$ cat src/verilog/irq_bank2_pkg.sv
// Package: constants, field layout and carriers for the second extended interrupt bank
// Behaviour
// - Scan-end flag raises a request only while enable bit 6 is 1.
// - Comparator flag raises a request only while enable bit 5 is 1.
// - Conversion-done flag raises a request only while enable bit 4 is 1.
// - Enable bit 2 masks the clock oscillator-fail request.
// - Enable bit 1 gates all port-match requests.
// - Enable bit 0 masks the supply early-warning request.
// - Bits 7 and 3 of both registers read zero; writes ignored.
// - Priority bit 6 sets scan-end interrupt high when 1, low when 0.
// - Priority bit 5 sets comparator interrupt high when 1, low when 0.
// - Priority bit 2 sets oscillator-fail interrupt high when 1, low when 0.
// - Priority bit 0 sets supply-warning interrupt high when 1, low when 0.
// - Enable register answers at address 0xE7 on every register page.
`default_nettype none
package irq_bank2_pkg;
  // ---------------------------------------------------------------
  // Register map
  // ---------------------------------------------------------------
  localparam logic [7:0] ADDR_IRQ_EN2   = 8'h00_E7;
  localparam logic [7:0] ADDR_IRQ_PRIO2 = 8'h00_F7;
  localparam logic [7:0] RESET_VAL      = 8'h00_00;
  // Implemented bits: 6,5,4,2,1,0; bits 7 and 3 are unused
  localparam logic [7:0] IMPL_MASK      = 8'h00_77;

  // ---------------------------------------------------------------
  // Field positions
  // ---------------------------------------------------------------
  localparam int BIT_SCAN_END  = 6;
  localparam int BIT_CAP_CMP   = 5;
  localparam int BIT_CAP_DONE  = 4;
  localparam int BIT_RTC_FAIL  = 2;
  localparam int BIT_PIN_MATCH = 1;
  localparam int BIT_SUPPLY    = 0;

  // Source flags from peripherals, same layout as the registers
  typedef struct packed {
    logic       unused7;
    logic       scan_end_flag;
    logic       cap_compare_flag;
    logic       cap_done_flag;
    logic       unused3;
    logic       rtc_osc_fail_flag;
    logic       pin_match_flag;
    logic       supply_warn_flag;
  } src_flags_s;

  // Special-function register access strobe group
  typedef struct packed {
    logic       wr;
    logic       rd;
    logic [7:0] addr;
    logic [7:0] wdata;
  } sfr_req_s;
endpackage : irq_bank2_pkg
`default_nettype wire

$ cat src/verilog/irq_bank2.sv
// Second extended interrupt enable and priority bank
`timescale 1ns/1ns
`default_nettype none
module irq_bank2
  import irq_bank2_pkg::*;
(
  input  wire logic       sys_clk,       // System clock, 250 MHz
  input  wire logic       rst_b,         // Async reset, active low
  input  wire sfr_req_s   sfr_req,       // Register access strobes
  output logic      [7:0] sfr_rdata,     // Read data, registered
  output logic            sfr_hit,       // Address decodes to this bank
  input  wire src_flags_s flags,         // Peripheral event flags, levels
  input  wire logic       in_high_isr,   // Core is serving a high routine
  input  wire logic       in_low_isr,    // Core is serving a low routine
  output logic            irq_high,      // High-level request to core
  output logic            irq_low,       // Low-level request to core
  output logic      [7:0] irq_src        // One-hot source being presented
);
  // -------------------------------------------------------------
  // Register state
  // -------------------------------------------------------------
  logic [7:0] irq_en_r, irq_en_nxt;
  logic [7:0] irq_prio_r, irq_prio_nxt;
  logic [7:0] rdata_r, rdata_nxt;
  logic [7:0] src_r, src_nxt;
  logic       high_r, high_nxt;
  logic       low_r, low_nxt;
  logic [7:0] masked, high_req, low_req;
  logic       hit_en, hit_prio;

  // Address decode ignores page selection entirely
  assign hit_en   = (sfr_req.addr == ADDR_IRQ_EN2);
  assign hit_prio = (sfr_req.addr == ADDR_IRQ_PRIO2);
  assign sfr_hit  = hit_en | hit_prio;

  // Writes keep only implemented bits; unused stay zero forever
  always_comb begin
    irq_en_nxt   = irq_en_r;
    irq_prio_nxt = irq_prio_r;
    rdata_nxt    = rdata_r;
    if (sfr_req.wr && hit_en) begin
      irq_en_nxt = sfr_req.wdata & IMPL_MASK;
    end
    if (sfr_req.wr && hit_prio) begin
      irq_prio_nxt = sfr_req.wdata & IMPL_MASK;
    end
    if (sfr_req.rd) begin
      if (hit_en) begin
        rdata_nxt = irq_en_r & IMPL_MASK;
      end else if (hit_prio) begin
        rdata_nxt = irq_prio_r & IMPL_MASK;
      end else begin
        rdata_nxt = 8'h00_00;
      end
    end
  end

  always_ff @(posedge sys_clk or negedge rst_b) begin
    if (!rst_b) begin
      irq_en_r   <= RESET_VAL;
      irq_prio_r <= RESET_VAL;
      rdata_r    <= RESET_VAL;
    end else begin
      irq_en_r   <= irq_en_nxt;
      irq_prio_r <= irq_prio_nxt;
      rdata_r    <= rdata_nxt;
    end
  end
  assign sfr_rdata = rdata_r;

  // -------------------------------------------------------------
  // Masking and level split
  // -------------------------------------------------------------
  // Each flag passes only when its enable bit is 1
  assign masked = flags & irq_en_r & IMPL_MASK;

  irq_prio_split u_split (
    .masked_req (masked),
    .prio       (irq_prio_r),
    .high_req   (high_req),
    .low_req    (low_req)
  );

  // -------------------------------------------------------------
  // Presentation to the core
  // -------------------------------------------------------------
  // High wins; low is held off while any high is pending or being served.
  // Lowest bit number wins within a level, matching fixed poll order.
  always_comb begin
    high_nxt = 1'b0;
    low_nxt  = 1'b0;
    src_nxt  = 8'h00_00;
    if (|high_req && !in_high_isr) begin
      high_nxt = 1'b1;
      src_nxt  = high_req & (~high_req + 8'h00_01);
    end else if (|low_req && !in_high_isr && !in_low_isr && !(|high_req)) begin
      low_nxt  = 1'b1;
      src_nxt  = low_req & (~low_req + 8'h00_01);
    end
  end

  always_ff @(posedge sys_clk or negedge rst_b) begin
    if (!rst_b) begin
      high_r <= 1'b0;
      low_r  <= 1'b0;
      src_r  <= 8'h00_00;
    end else begin
      high_r <= high_nxt;
      low_r  <= low_nxt;
      src_r  <= src_nxt;
    end
  end
  assign irq_high = high_r;
  assign irq_low  = low_r;
  assign irq_src  = src_r;

  // -------------------------------------------------------------
  // Checks
  // -------------------------------------------------------------
  property p_unused_zero;
    @(posedge sys_clk) disable iff (!rst_b)
      (irq_en_r[7] == 1'b0) && (irq_en_r[3] == 1'b0)
      && (irq_prio_r[7] == 1'b0) && (irq_prio_r[3] == 1'b0);
  endproperty
  a_unused_zero: assert property (p_unused_zero) else $error("unused bit set");

  property p_en_write;
    @(posedge sys_clk) disable iff (!rst_b)
      (sfr_req.wr && sfr_req.addr == 8'h00_E7) |=> (irq_en_r == ($past(sfr_req.wdata) & 8'h00_77));
  endproperty
  a_en_write: assert property (p_en_write) else $error("enable write lost");

  property p_scan_end_mask;
    @(posedge sys_clk) disable iff (!rst_b)
      (!irq_en_r[6]) |-> !masked[6];
  endproperty
  a_scan_end_mask: assert property (p_scan_end_mask) else $error("scan-end leaked");

  property p_cmp_mask;
    @(posedge sys_clk) disable iff (!rst_b)
      (flags.cap_compare_flag && irq_en_r[5]) |-> masked[5];
  endproperty
  a_cmp_mask: assert property (p_cmp_mask) else $error("comparator lost");

  property p_done_mask;
    @(posedge sys_clk) disable iff (!rst_b)
      masked[4] == (flags.cap_done_flag & irq_en_r[4]);
  endproperty
  a_done_mask: assert property (p_done_mask) else $error("done mask wrong");

  property p_rtc_high;
    @(posedge sys_clk) disable iff (!rst_b)
      (flags.rtc_osc_fail_flag && irq_en_r[2] && irq_prio_r[2] && !in_high_isr)
      |=> irq_high;
  endproperty
  a_rtc_high: assert property (p_rtc_high) else $error("osc-fail not high");

  property p_match_low;
    @(posedge sys_clk) disable iff (!rst_b)
      (masked == 8'h00_02 && !irq_prio_r[1] && !in_high_isr && !in_low_isr)
      |=> (irq_low && !irq_high && irq_src == 8'h00_02);
  endproperty
  a_match_low: assert property (p_match_low) else $error("port match not low");

  property p_supply_off;
    @(posedge sys_clk) disable iff (!rst_b)
      (!irq_en_r[0]) |=> (irq_src[0] == 1'b0) or $past(irq_en_r[0]);
  endproperty
  a_supply_off: assert property (p_supply_off) else $error("supply leaked");

  property p_high_first;
    @(posedge sys_clk) disable iff (!rst_b)
      (|high_req) |=> !irq_low;
  endproperty
  a_high_first: assert property (p_high_first) else $error("low beat high");

  // Scan-end flag must reach the split while its enable is set
  property p_scan_end_pass;
    @(posedge sys_clk) disable iff (!rst_b)
      (flags.scan_end_flag && irq_en_r[6]) |-> masked[6];
  endproperty
  a_scan_end_pass: assert property (p_scan_end_pass) else $error("scan-end lost");

  // Comparator flag is blocked while its enable is clear
  property p_cmp_block;
    @(posedge sys_clk) disable iff (!rst_b)
      (!irq_en_r[5]) |-> !masked[5];
  endproperty
  a_cmp_block: assert property (p_cmp_block) else $error("comparator leaked");

  // Oscillator-fail request follows flag and enable exactly
  property p_rtc_mask;
    @(posedge sys_clk) disable iff (!rst_b)
      masked[2] == (flags.rtc_osc_fail_flag & irq_en_r[2]);
  endproperty
  a_rtc_mask: assert property (p_rtc_mask) else $error("osc-fail mask wrong");

  // Port-match request follows flag and enable exactly
  property p_match_mask;
    @(posedge sys_clk) disable iff (!rst_b)
      masked[1] == (flags.pin_match_flag & irq_en_r[1]);
  endproperty
  a_match_mask: assert property (p_match_mask) else $error("match mask wrong");

  // Supply-warning request follows flag and enable exactly
  property p_supply_mask;
    @(posedge sys_clk) disable iff (!rst_b)
      masked[0] == (flags.supply_warn_flag & irq_en_r[0]);
  endproperty
  a_supply_mask: assert property (p_supply_mask) else $error("supply mask wrong");

  // Flags on the unused positions never become requests
  property p_unused_masked;
    @(posedge sys_clk) disable iff (!rst_b)
      (masked[7] == 1'b0) && (masked[3] == 1'b0);
  endproperty
  a_unused_masked: assert property (p_unused_masked) else $error("unused request");

  // Priority write lands with the unused bits dropped
  property p_prio_write;
    @(posedge sys_clk) disable iff (!rst_b)
      (sfr_req.wr && sfr_req.addr == ADDR_IRQ_PRIO2)
      |=> (irq_prio_r == ($past(sfr_req.wdata) & IMPL_MASK));
  endproperty
  a_prio_write: assert property (p_prio_write) else $error("priority write lost");

  // Enable read returns the value held at the read edge
  property p_rd_en;
    @(posedge sys_clk) disable iff (!rst_b)
      (sfr_req.rd && sfr_req.addr == ADDR_IRQ_EN2) |=> (sfr_rdata == $past(irq_en_r));
  endproperty
  a_rd_en: assert property (p_rd_en) else $error("enable read wrong");

  // Priority read returns the value held at the read edge
  property p_rd_prio;
    @(posedge sys_clk) disable iff (!rst_b)
      (sfr_req.rd && sfr_req.addr == ADDR_IRQ_PRIO2) |=> (sfr_rdata == $past(irq_prio_r));
  endproperty
  a_rd_prio: assert property (p_rd_prio) else $error("priority read wrong");

  // A read elsewhere must not echo either register
  property p_rd_other;
    @(posedge sys_clk) disable iff (!rst_b)
      (sfr_req.rd && !sfr_hit) |=> (sfr_rdata == 8'h00_00);
  endproperty
  a_rd_other: assert property (p_rd_other) else $error("foreign read data");

  // Scan-end goes to exactly the level its priority bit names
  property p_scan_end_level;
    @(posedge sys_clk) disable iff (!rst_b)
      masked[6] |-> (high_req[6] == irq_prio_r[6]) && (low_req[6] == !irq_prio_r[6]);
  endproperty
  a_scan_end_level: assert property (p_scan_end_level) else $error("scan-end level");

  // Comparator goes to exactly the level its priority bit names
  property p_cmp_level;
    @(posedge sys_clk) disable iff (!rst_b)
      masked[5] |-> (high_req[5] == irq_prio_r[5]) && (low_req[5] == !irq_prio_r[5]);
  endproperty
  a_cmp_level: assert property (p_cmp_level) else $error("comparator level");

  // Conversion-done goes to exactly the level its priority bit names
  property p_done_level;
    @(posedge sys_clk) disable iff (!rst_b)
      masked[4] |-> (high_req[4] == irq_prio_r[4]) && (low_req[4] == !irq_prio_r[4]);
  endproperty
  a_done_level: assert property (p_done_level) else $error("done level");

  // Oscillator-fail goes to exactly the level its priority bit names
  property p_rtc_level;
    @(posedge sys_clk) disable iff (!rst_b)
      masked[2] |-> (high_req[2] == irq_prio_r[2]) && (low_req[2] == !irq_prio_r[2]);
  endproperty
  a_rtc_level: assert property (p_rtc_level) else $error("osc-fail level");

  // Port match goes to exactly the level its priority bit names
  property p_match_level;
    @(posedge sys_clk) disable iff (!rst_b)
      masked[1] |-> (high_req[1] == irq_prio_r[1]) && (low_req[1] == !irq_prio_r[1]);
  endproperty
  a_match_level: assert property (p_match_level) else $error("match level");

  // Supply warning goes to exactly the level its priority bit names
  property p_supply_level;
    @(posedge sys_clk) disable iff (!rst_b)
      masked[0] |-> (high_req[0] == irq_prio_r[0]) && (low_req[0] == !irq_prio_r[0]);
  endproperty
  a_supply_level: assert property (p_supply_level) else $error("supply level");

  // Any routine in service holds the low level off
  property p_low_held;
    @(posedge sys_clk) disable iff (!rst_b)
      (in_high_isr || in_low_isr) |=> !irq_low;
  endproperty
  a_low_held: assert property (p_low_held) else $error("low during service");

  // A high routine in service holds the high level off
  property p_high_held;
    @(posedge sys_clk) disable iff (!rst_b)
      in_high_isr |=> !irq_high;
  endproperty
  a_high_held: assert property (p_high_held) else $error("high nested in high");

  // A high request breaks into low service
  property p_preempt;
    @(posedge sys_clk) disable iff (!rst_b)
      ((|high_req) && in_low_isr && !in_high_isr) |=> irq_high;
  endproperty
  a_preempt: assert property (p_preempt) else $error("no preemption");

  // Only one level is ever presented at a time
  property p_one_level;
    @(posedge sys_clk) disable iff (!rst_b)
      !(irq_high && irq_low);
  endproperty
  a_one_level: assert property (p_one_level) else $error("both levels up");

  // Source code is one-hot exactly while a request is presented
  property p_src_onehot;
    @(posedge sys_clk) disable iff (!rst_b)
      $onehot0(irq_src) && ((irq_high || irq_low) == (|irq_src));
  endproperty
  a_src_onehot: assert property (p_src_onehot) else $error("source code bad");
endmodule // irq_bank2
`default_nettype wire

$ cat src/verilog/irq_prio_split.sv
// Priority split of masked requests into high and low levels
`timescale 1ns/1ns
`default_nettype none
module irq_prio_split
  import irq_bank2_pkg::*;
(
  input  wire logic [7:0] masked_req,  // Enabled pending requests
  input  wire logic [7:0] prio,        // Priority register, 1 = high
  output logic      [7:0] high_req,    // High-level requests
  output logic      [7:0] low_req      // Low-level requests
);
  // -------------------------------------------------------------
  // Per-bit level selection
  // -------------------------------------------------------------
  genvar gi;
  generate
    for (gi = 0; gi < 8; gi++) begin : g_bit
      // Each source goes to exactly one level
      assign high_req[gi] = masked_req[gi] & prio[gi];
      assign low_req[gi]  = masked_req[gi] & ~prio[gi];
    end
  endgenerate
endmodule // irq_prio_split
`default_nettype wire
$ cat config.mk
export PLATFORM = sky130hd
export DESIGN_NAME = irq_bank2
export DESIGN_NICKNAME = d
export VERILOG_FILES = /design/src/verilog/irq_bank2_pkg.sv /design/src/verilog/irq_bank2.sv /design/src/verilog/irq_prio_split.sv
export SDC_FILE = /design/constraint.sdc
export NUM_CORES = 1
export LEC_CHECK = 0
export BUFFER_PORTS_ARGS = -buffer_cell sky130_fd_sc_hd__buf_2
export CAP_MARGIN = 10
export CORE_MARGIN = 3
export CORE_UTILIZATION = 52
export CTS_BUF_LIST = sky130_fd_sc_hd__clkbuf_16
export CTS_CLUSTER_DIAMETER = 50
export DETAILED_ROUTE_END_ITERATION = 7
export PLACE_DENSITY = 0.88
export SLEW_MARGIN = 15
export SYNTH_ARGS = -nofsm -noshare
export SYNTH_HDL_FRONTEND = slang
export SYNTH_SLANG_ARGS = --single-unit
$ cat constraint.sdc
create_clock -name sys_clk -period 4.8 [get_ports sys_clk]
set_clock_uncertainty 0.1 [all_clocks]
set_input_delay 0.24 -clock sys_clk [delete_from_list [all_inputs] [get_ports sys_clk]]
set_output_delay 0.24 -clock sys_clk [all_outputs]
set_load 0.1 [all_outputs]
# ---- Yosys cells after proc, flatten, opt, wreduce, memory -nomap -nowiden
# Index checks and enable logic that the tools add are counted.
# Widths: inputs -> output; s select.
dict set report op_classes {
  addsub 2
  eq_ne 2
  mux 7
  bitwise_logic 24
  n_reduce_logical 11
}
# cell n
set ops {}
lappend ops {{$mux 8} 3}
lappend ops {{$add 8x1->8 const B} 2}
lappend ops {{$and 7x8->8} 2}
lappend ops {{$eq 8x8->1 const B} 2}
lappend ops {{$not 7->8} 2}
lappend ops {{$and 1x1->1} 12}
lappend ops {{$reduce_or 6->1} 2}
lappend ops {{$and 7x7->7} 1}
lappend ops {{$mux 7} 1}
lappend ops {{$logic_and 1x1->1} 6}
lappend ops {{$not 1->1} 6}
lappend ops {{$logic_not 1->1} 3}
lappend ops {{$mux 1} 3}
lappend ops {{$or 1x1->1} 1}
dict set report totals {
  register_bits 30
  input_bits 30
  out_inout_bits 19
  elab_cells 52
}

# ---- Longest topological paths before layout
dict set report depth {
  word_depth 8
  depth_mapped 5
  depth_no_buf 4
}

# ---- Cells and area by module
# Synthesis repeated with hierarchy kept, for this count alone.
dict set report hier_totals {
  hier_cells 137
  area_unflattened_um2 1455.1
}
# module instances cells_each area_each_um2 seq_area_each_um2
set by_module_without_submodules {}
lappend by_module_without_submodules {irq_bank2 1 121 1355.0 700.7}
lappend by_module_without_submodules {irq_prio_split 1 16 100.1 0.0}

# ---- Worst setup path before layout
# Ideal clock, no wire load.
dict set report synth_timing {
  path_type {input port to flip-flop}
  from {input sfr_req[13] (netlist bit)}
  to {register irq_prio_r[0]}
  setup_time_ns 0.125
  arrival_ns 2.600
  required_ns 4.575
  path_slack_ns 1.975
  cell_stages 4
  path_buffers 0
  path_cell_list {nand4_1 -> nor3_2 -> nand3_1 -> mux2_2}
}
dict set report synth_via {
  elab_chain_cells 2
}
# item line
set synth_rtl {}
lappend synth_rtl {{start: declaration} irq_bank2.sv:9} ;# input wire sfr_req_s sfr_req,
lappend synth_rtl {{$eq 8x8->1} irq_bank2.sv:33} ;# assign hit_prio = (sfr_req.addr == ADDR_IRQ_PRIO2);
lappend synth_rtl {{$logic_and 1x1->1} irq_bank2.sv:44} ;# if (sfr_req.wr && hit_prio) begin
lappend synth_rtl {{end signal: assignment} irq_bank2.sv:65} ;# irq_prio_r <= irq_prio_nxt;
lappend synth_rtl {{end: declaration} irq_bank2.sv:23} ;# logic [7:0] irq_prio_r, irq_prio_nxt;
# No other way between the ends.
# A chain may end at the register's enable or synchronous reset.

# ---- Worst setup path in the final report
dict set report layout_timing {
  from {register irq_prio_r[0]}
  to {register src_r[6] (netlist: irq_src[6])}
}
dict set report layout_via {
  elab_chain_cells 8
  word_cells_on_any_way 18
  cone_classes {add/sub: 2; mux: 2; bitwise: 7; reduce/logical: 7}
}
# item line
set layout_rtl {}
lappend layout_rtl {{branches (longest 7 deep; another with $add 8x1->8)} --}
lappend layout_rtl {{$mux 8 *} irq_bank2.sv:93} ;# if (|high_req && !in_high_isr) begin
lappend layout_rtl {{via src_nxt[6]} irq_bank2.sv:25} ;# logic [7:0] src_r, src_nxt;
lappend layout_rtl {{end signal: assignment} irq_bank2.sv:110} ;# src_r <= src_nxt;
lappend layout_rtl {{end: declaration} irq_bank2.sv:25}
# Mark *: on every way through the listed nets, which the timed path passes.

==> impl_metrics.toml <==
[worst_setup_path]
cp_data_arrival_time_ns = 1.94
critical_path_buf_inv_count = 0
timing.critical_path.slowest_cell_delay_ns = 0.56
worstSetupPathType = "reg -> reg"
cp-end-kind = "flop"
reg2regPathDepth = 4
worstPathMaxFanout = 6
crit_required_ns = 4.85
worstSetupPathDepth = 4
critical-path-top-delay-family = "simple AND/OR/NAND/NOR gates"
cell_breakdown_of_the_critical_path = "nand3b_4 -> o2111ai_4 -> or4_4 -> a2111oi_4"
crit_path_top_delay_cell = "or4_4"
worstSetupStartpointType = "flop"
timing.reg2reg.setup_slack_ns = 2.91

[sta]
final.setup.tns_ns = 0
timing.fmax_mhz = 529.9
drv_slew = 0
setup_violations = 0
post-route-period-util_pct = 39.31
final_hold_viols = 0
tightest_slew_ns = 0.5760
relSlewSlack_pct = 61.60
rsz0062_at_grt = "no"
period_minus_slack_ns = 1.887

[global_routing]
grt_start_max_net_pins = 27
globalRouteTotalUtil_pct = 20.38
grt_overflow = 0
wire_length_of_the_first_global_routing_pass_um = 5181
grt_pass1_vias = 1106
antenna_found_initial = 0

[pwr]
static-leakage-power_nw = 0.8281
clockPowerShare_pct = 38.4
switching_share_pct = 25.46
power_switching_uw = 122.1
comb_power_share_pct = 13.2
sequentialPowerShare_pct = 48.5
power.internal_uw = 357.4
pwr_density_cell_nw_per_um2 = 295.2
max-vdd-ir-drop_v = 0.0002381

[synthesis]
synth_top_cell_by_area = "dfrtp_1"
synth_area_leaders = "dfrtp_1 (49%), mux2_2 (15%), nand3_1 (4.1%)"
synth.most_common_cell = "dfrtp_1"
yosys_register_bits = 26
synth_async_sr_flop_share_pct = 100.0
ys_seq_area_share_pct = 48.87
synthesized_instance_count = 119
netlist-cell-type-count = 35
synth_edf_count = 0
netlist_area_um2 = 1331
postSynth.topFlopCell = "dfrtp_1"
yosysTopAreaCellShare_pct = 48.87
synth_warnings = 0
syn_avg_cell_area_um2 = 11.19
most_numerous_cell_types_in_the_synthesized_netlist = "dfrtp_1 (26), mux2_2 (18), nand2_1 (11), nand3_1 (11), inv_1 (7)"

[min_path]
min_delay_path_depth = 2
hp-class = "in -> reg"

[clock_network]
clk_transition_reported_paths_ns = 0.06
cts.htree.levels = 1
tritoncts = "built"
clkLatencyLatePin_ns = 0.26
cts_made_buffers = 3
cts-resized-gates = 0
clockRootBuffer = "clkbuf_16"
number_of_sinks_handled_by_clock_tree_synthesis = 26
cts_max_path_buffers = 2

[floorplanning]
die_x_um = 56.60
start_util_pct = 57.42
core-area_um2 = 2318
design.die.area_um2 = 3203
num_io_pins = 49
rows = 17
die_height_um = 56.60

[detailed_routing]
final_antenna_net_count = 0
route.detailed.drc = 0
drt-vias-per-instance = 5.883
routed_wirelength_um = 3032
drt_first_pass_iters = 4
detail_route.iter0.violations = 41
post_drt_wl_per_cell_um = 16.13
dr_total_vias = 1106

[placement]
place_hpwl_um = 2239
placedInstanceArea_um2 = 1535
gp_congestion = 0.8510
port_buffers = 40

[finish]
syn_to_final_growth_pct = 21.99
drive_above_1_share_pct = 44.38
design_area_um2 = 1624
design.final.nets = 191
num_antenna_cells = 0

[run]
max-cap-violations = 0

[run_status]
run_status = "complete, no violations"
[cell usage in the layout, fill, tap and decap left out, drive strengths merged]
cell / instances
o22ai: 2
nand3: 12
nand4b: 1
nand2: 12
nand3b: 1
a21oi: 1
or4bb: 1
mux2: 18
dfrtp: 26
a32o: 1
o221ai: 1
o2111ai: 1
o41ai: 1
inv: 7
clkbuf: 3
a31o: 1
o31a: 2
and3b: 1
conb: 4
clkinv: 1
a2111oi: 1
nor4: 2
nand4: 1
nor2: 6
dlygate4sd3: 1
buf: 40
nor3: 3
and3: 2
o21ai: 6
or4: 1
[power by group through the flow]
stage | clock network, mW | logic [mW] | registers, mW
floorplan | 0 | 0.0375 | 0.240
global placement | 0 | 0.0597 | 0.235
detailed placement | 0 | 0.0620 | 0.236
CTS | 0.188 | 0.0631 | 0.232
global route | 0.201 | 0.0675 | 0.233
finish | 0.184 | 0.0631 | 0.232
[flip-flops by register name, indices dropped and copies added, names as in the netlist]
register and count:
irq_high 1, irq_low 1, irq_en_r 6, irq_prio_r 6, sfr_rdata 6, irq_src 6
[repair_timing]
item                      in CTS  in global routing
buffers inserted               0                  0
hold endpoints to repair      26                  0
hold buffers                   1                  0
[logic make-up after synthesis]
kind of cell | after synthesis | synth area share [%]
other cells | 1 | 0.2817
mux | 18 | 15.23
simple gates | 43 | 18.70
compound gates | 17 | 11.75
flops | 26 | 48.87
buf+inv | 14 | 5.169
[routing by layer]
metal  up-vias  wire length (um)  GRT usage, %
met5         -                 0             0
met2        62              1504         33.00
met3         5               234         3.908
met1       529              1255         27.19
li1        510                 -             -
met4         0                38         6.780
[through the flow]
stage | setup WS, ns | util [%] | instances | hold WS (ns) | power (mW)
after floorplan | 1.975 | - | 122 | -0.1556 | 0.2780
after global placement | 2.965 | 66.22 | 183 | 0.1466 | 0.2950
after detailed placement | 2.921 | 66.22 | 183 | 0.1693 | 0.2980
after CTS | 2.916 | 70.05 | 188 | 0.08605 | 0.4833
after global routing | 2.795 | 70.05 | 188 | 0.1011 | 0.5017
final | 2.913 | 70.05 | 188 | 0.08984 | 0.4794
[final cells by class]
type,instances,area [um2]
Fill cell,188,694.4
Sequential cell,26,650.6
Multi-Input combinational cell,82,623.1
Timing Repair Buffer,41,210.2
Clock buffer,3,75.07
Tap cell,28,35.03
Inverter,7,26.28
Clock inverter,1,3.754
[final timing paths]
path / endpoint / from
max in group asynchronous: irq_prio_r[2] / rst_b
min: irq_high / in_high_isr
min reg2reg: sfr_rdata[4] / sfr_rdata[4]
max reg2reg: irq_src[6] / irq_prio_r[0]
min in group asynchronous: irq_prio_r[1] / rst_b
max: irq_src[6] / irq_prio_r[0]
No activity file was read; power rests on OpenSTA's default activity.
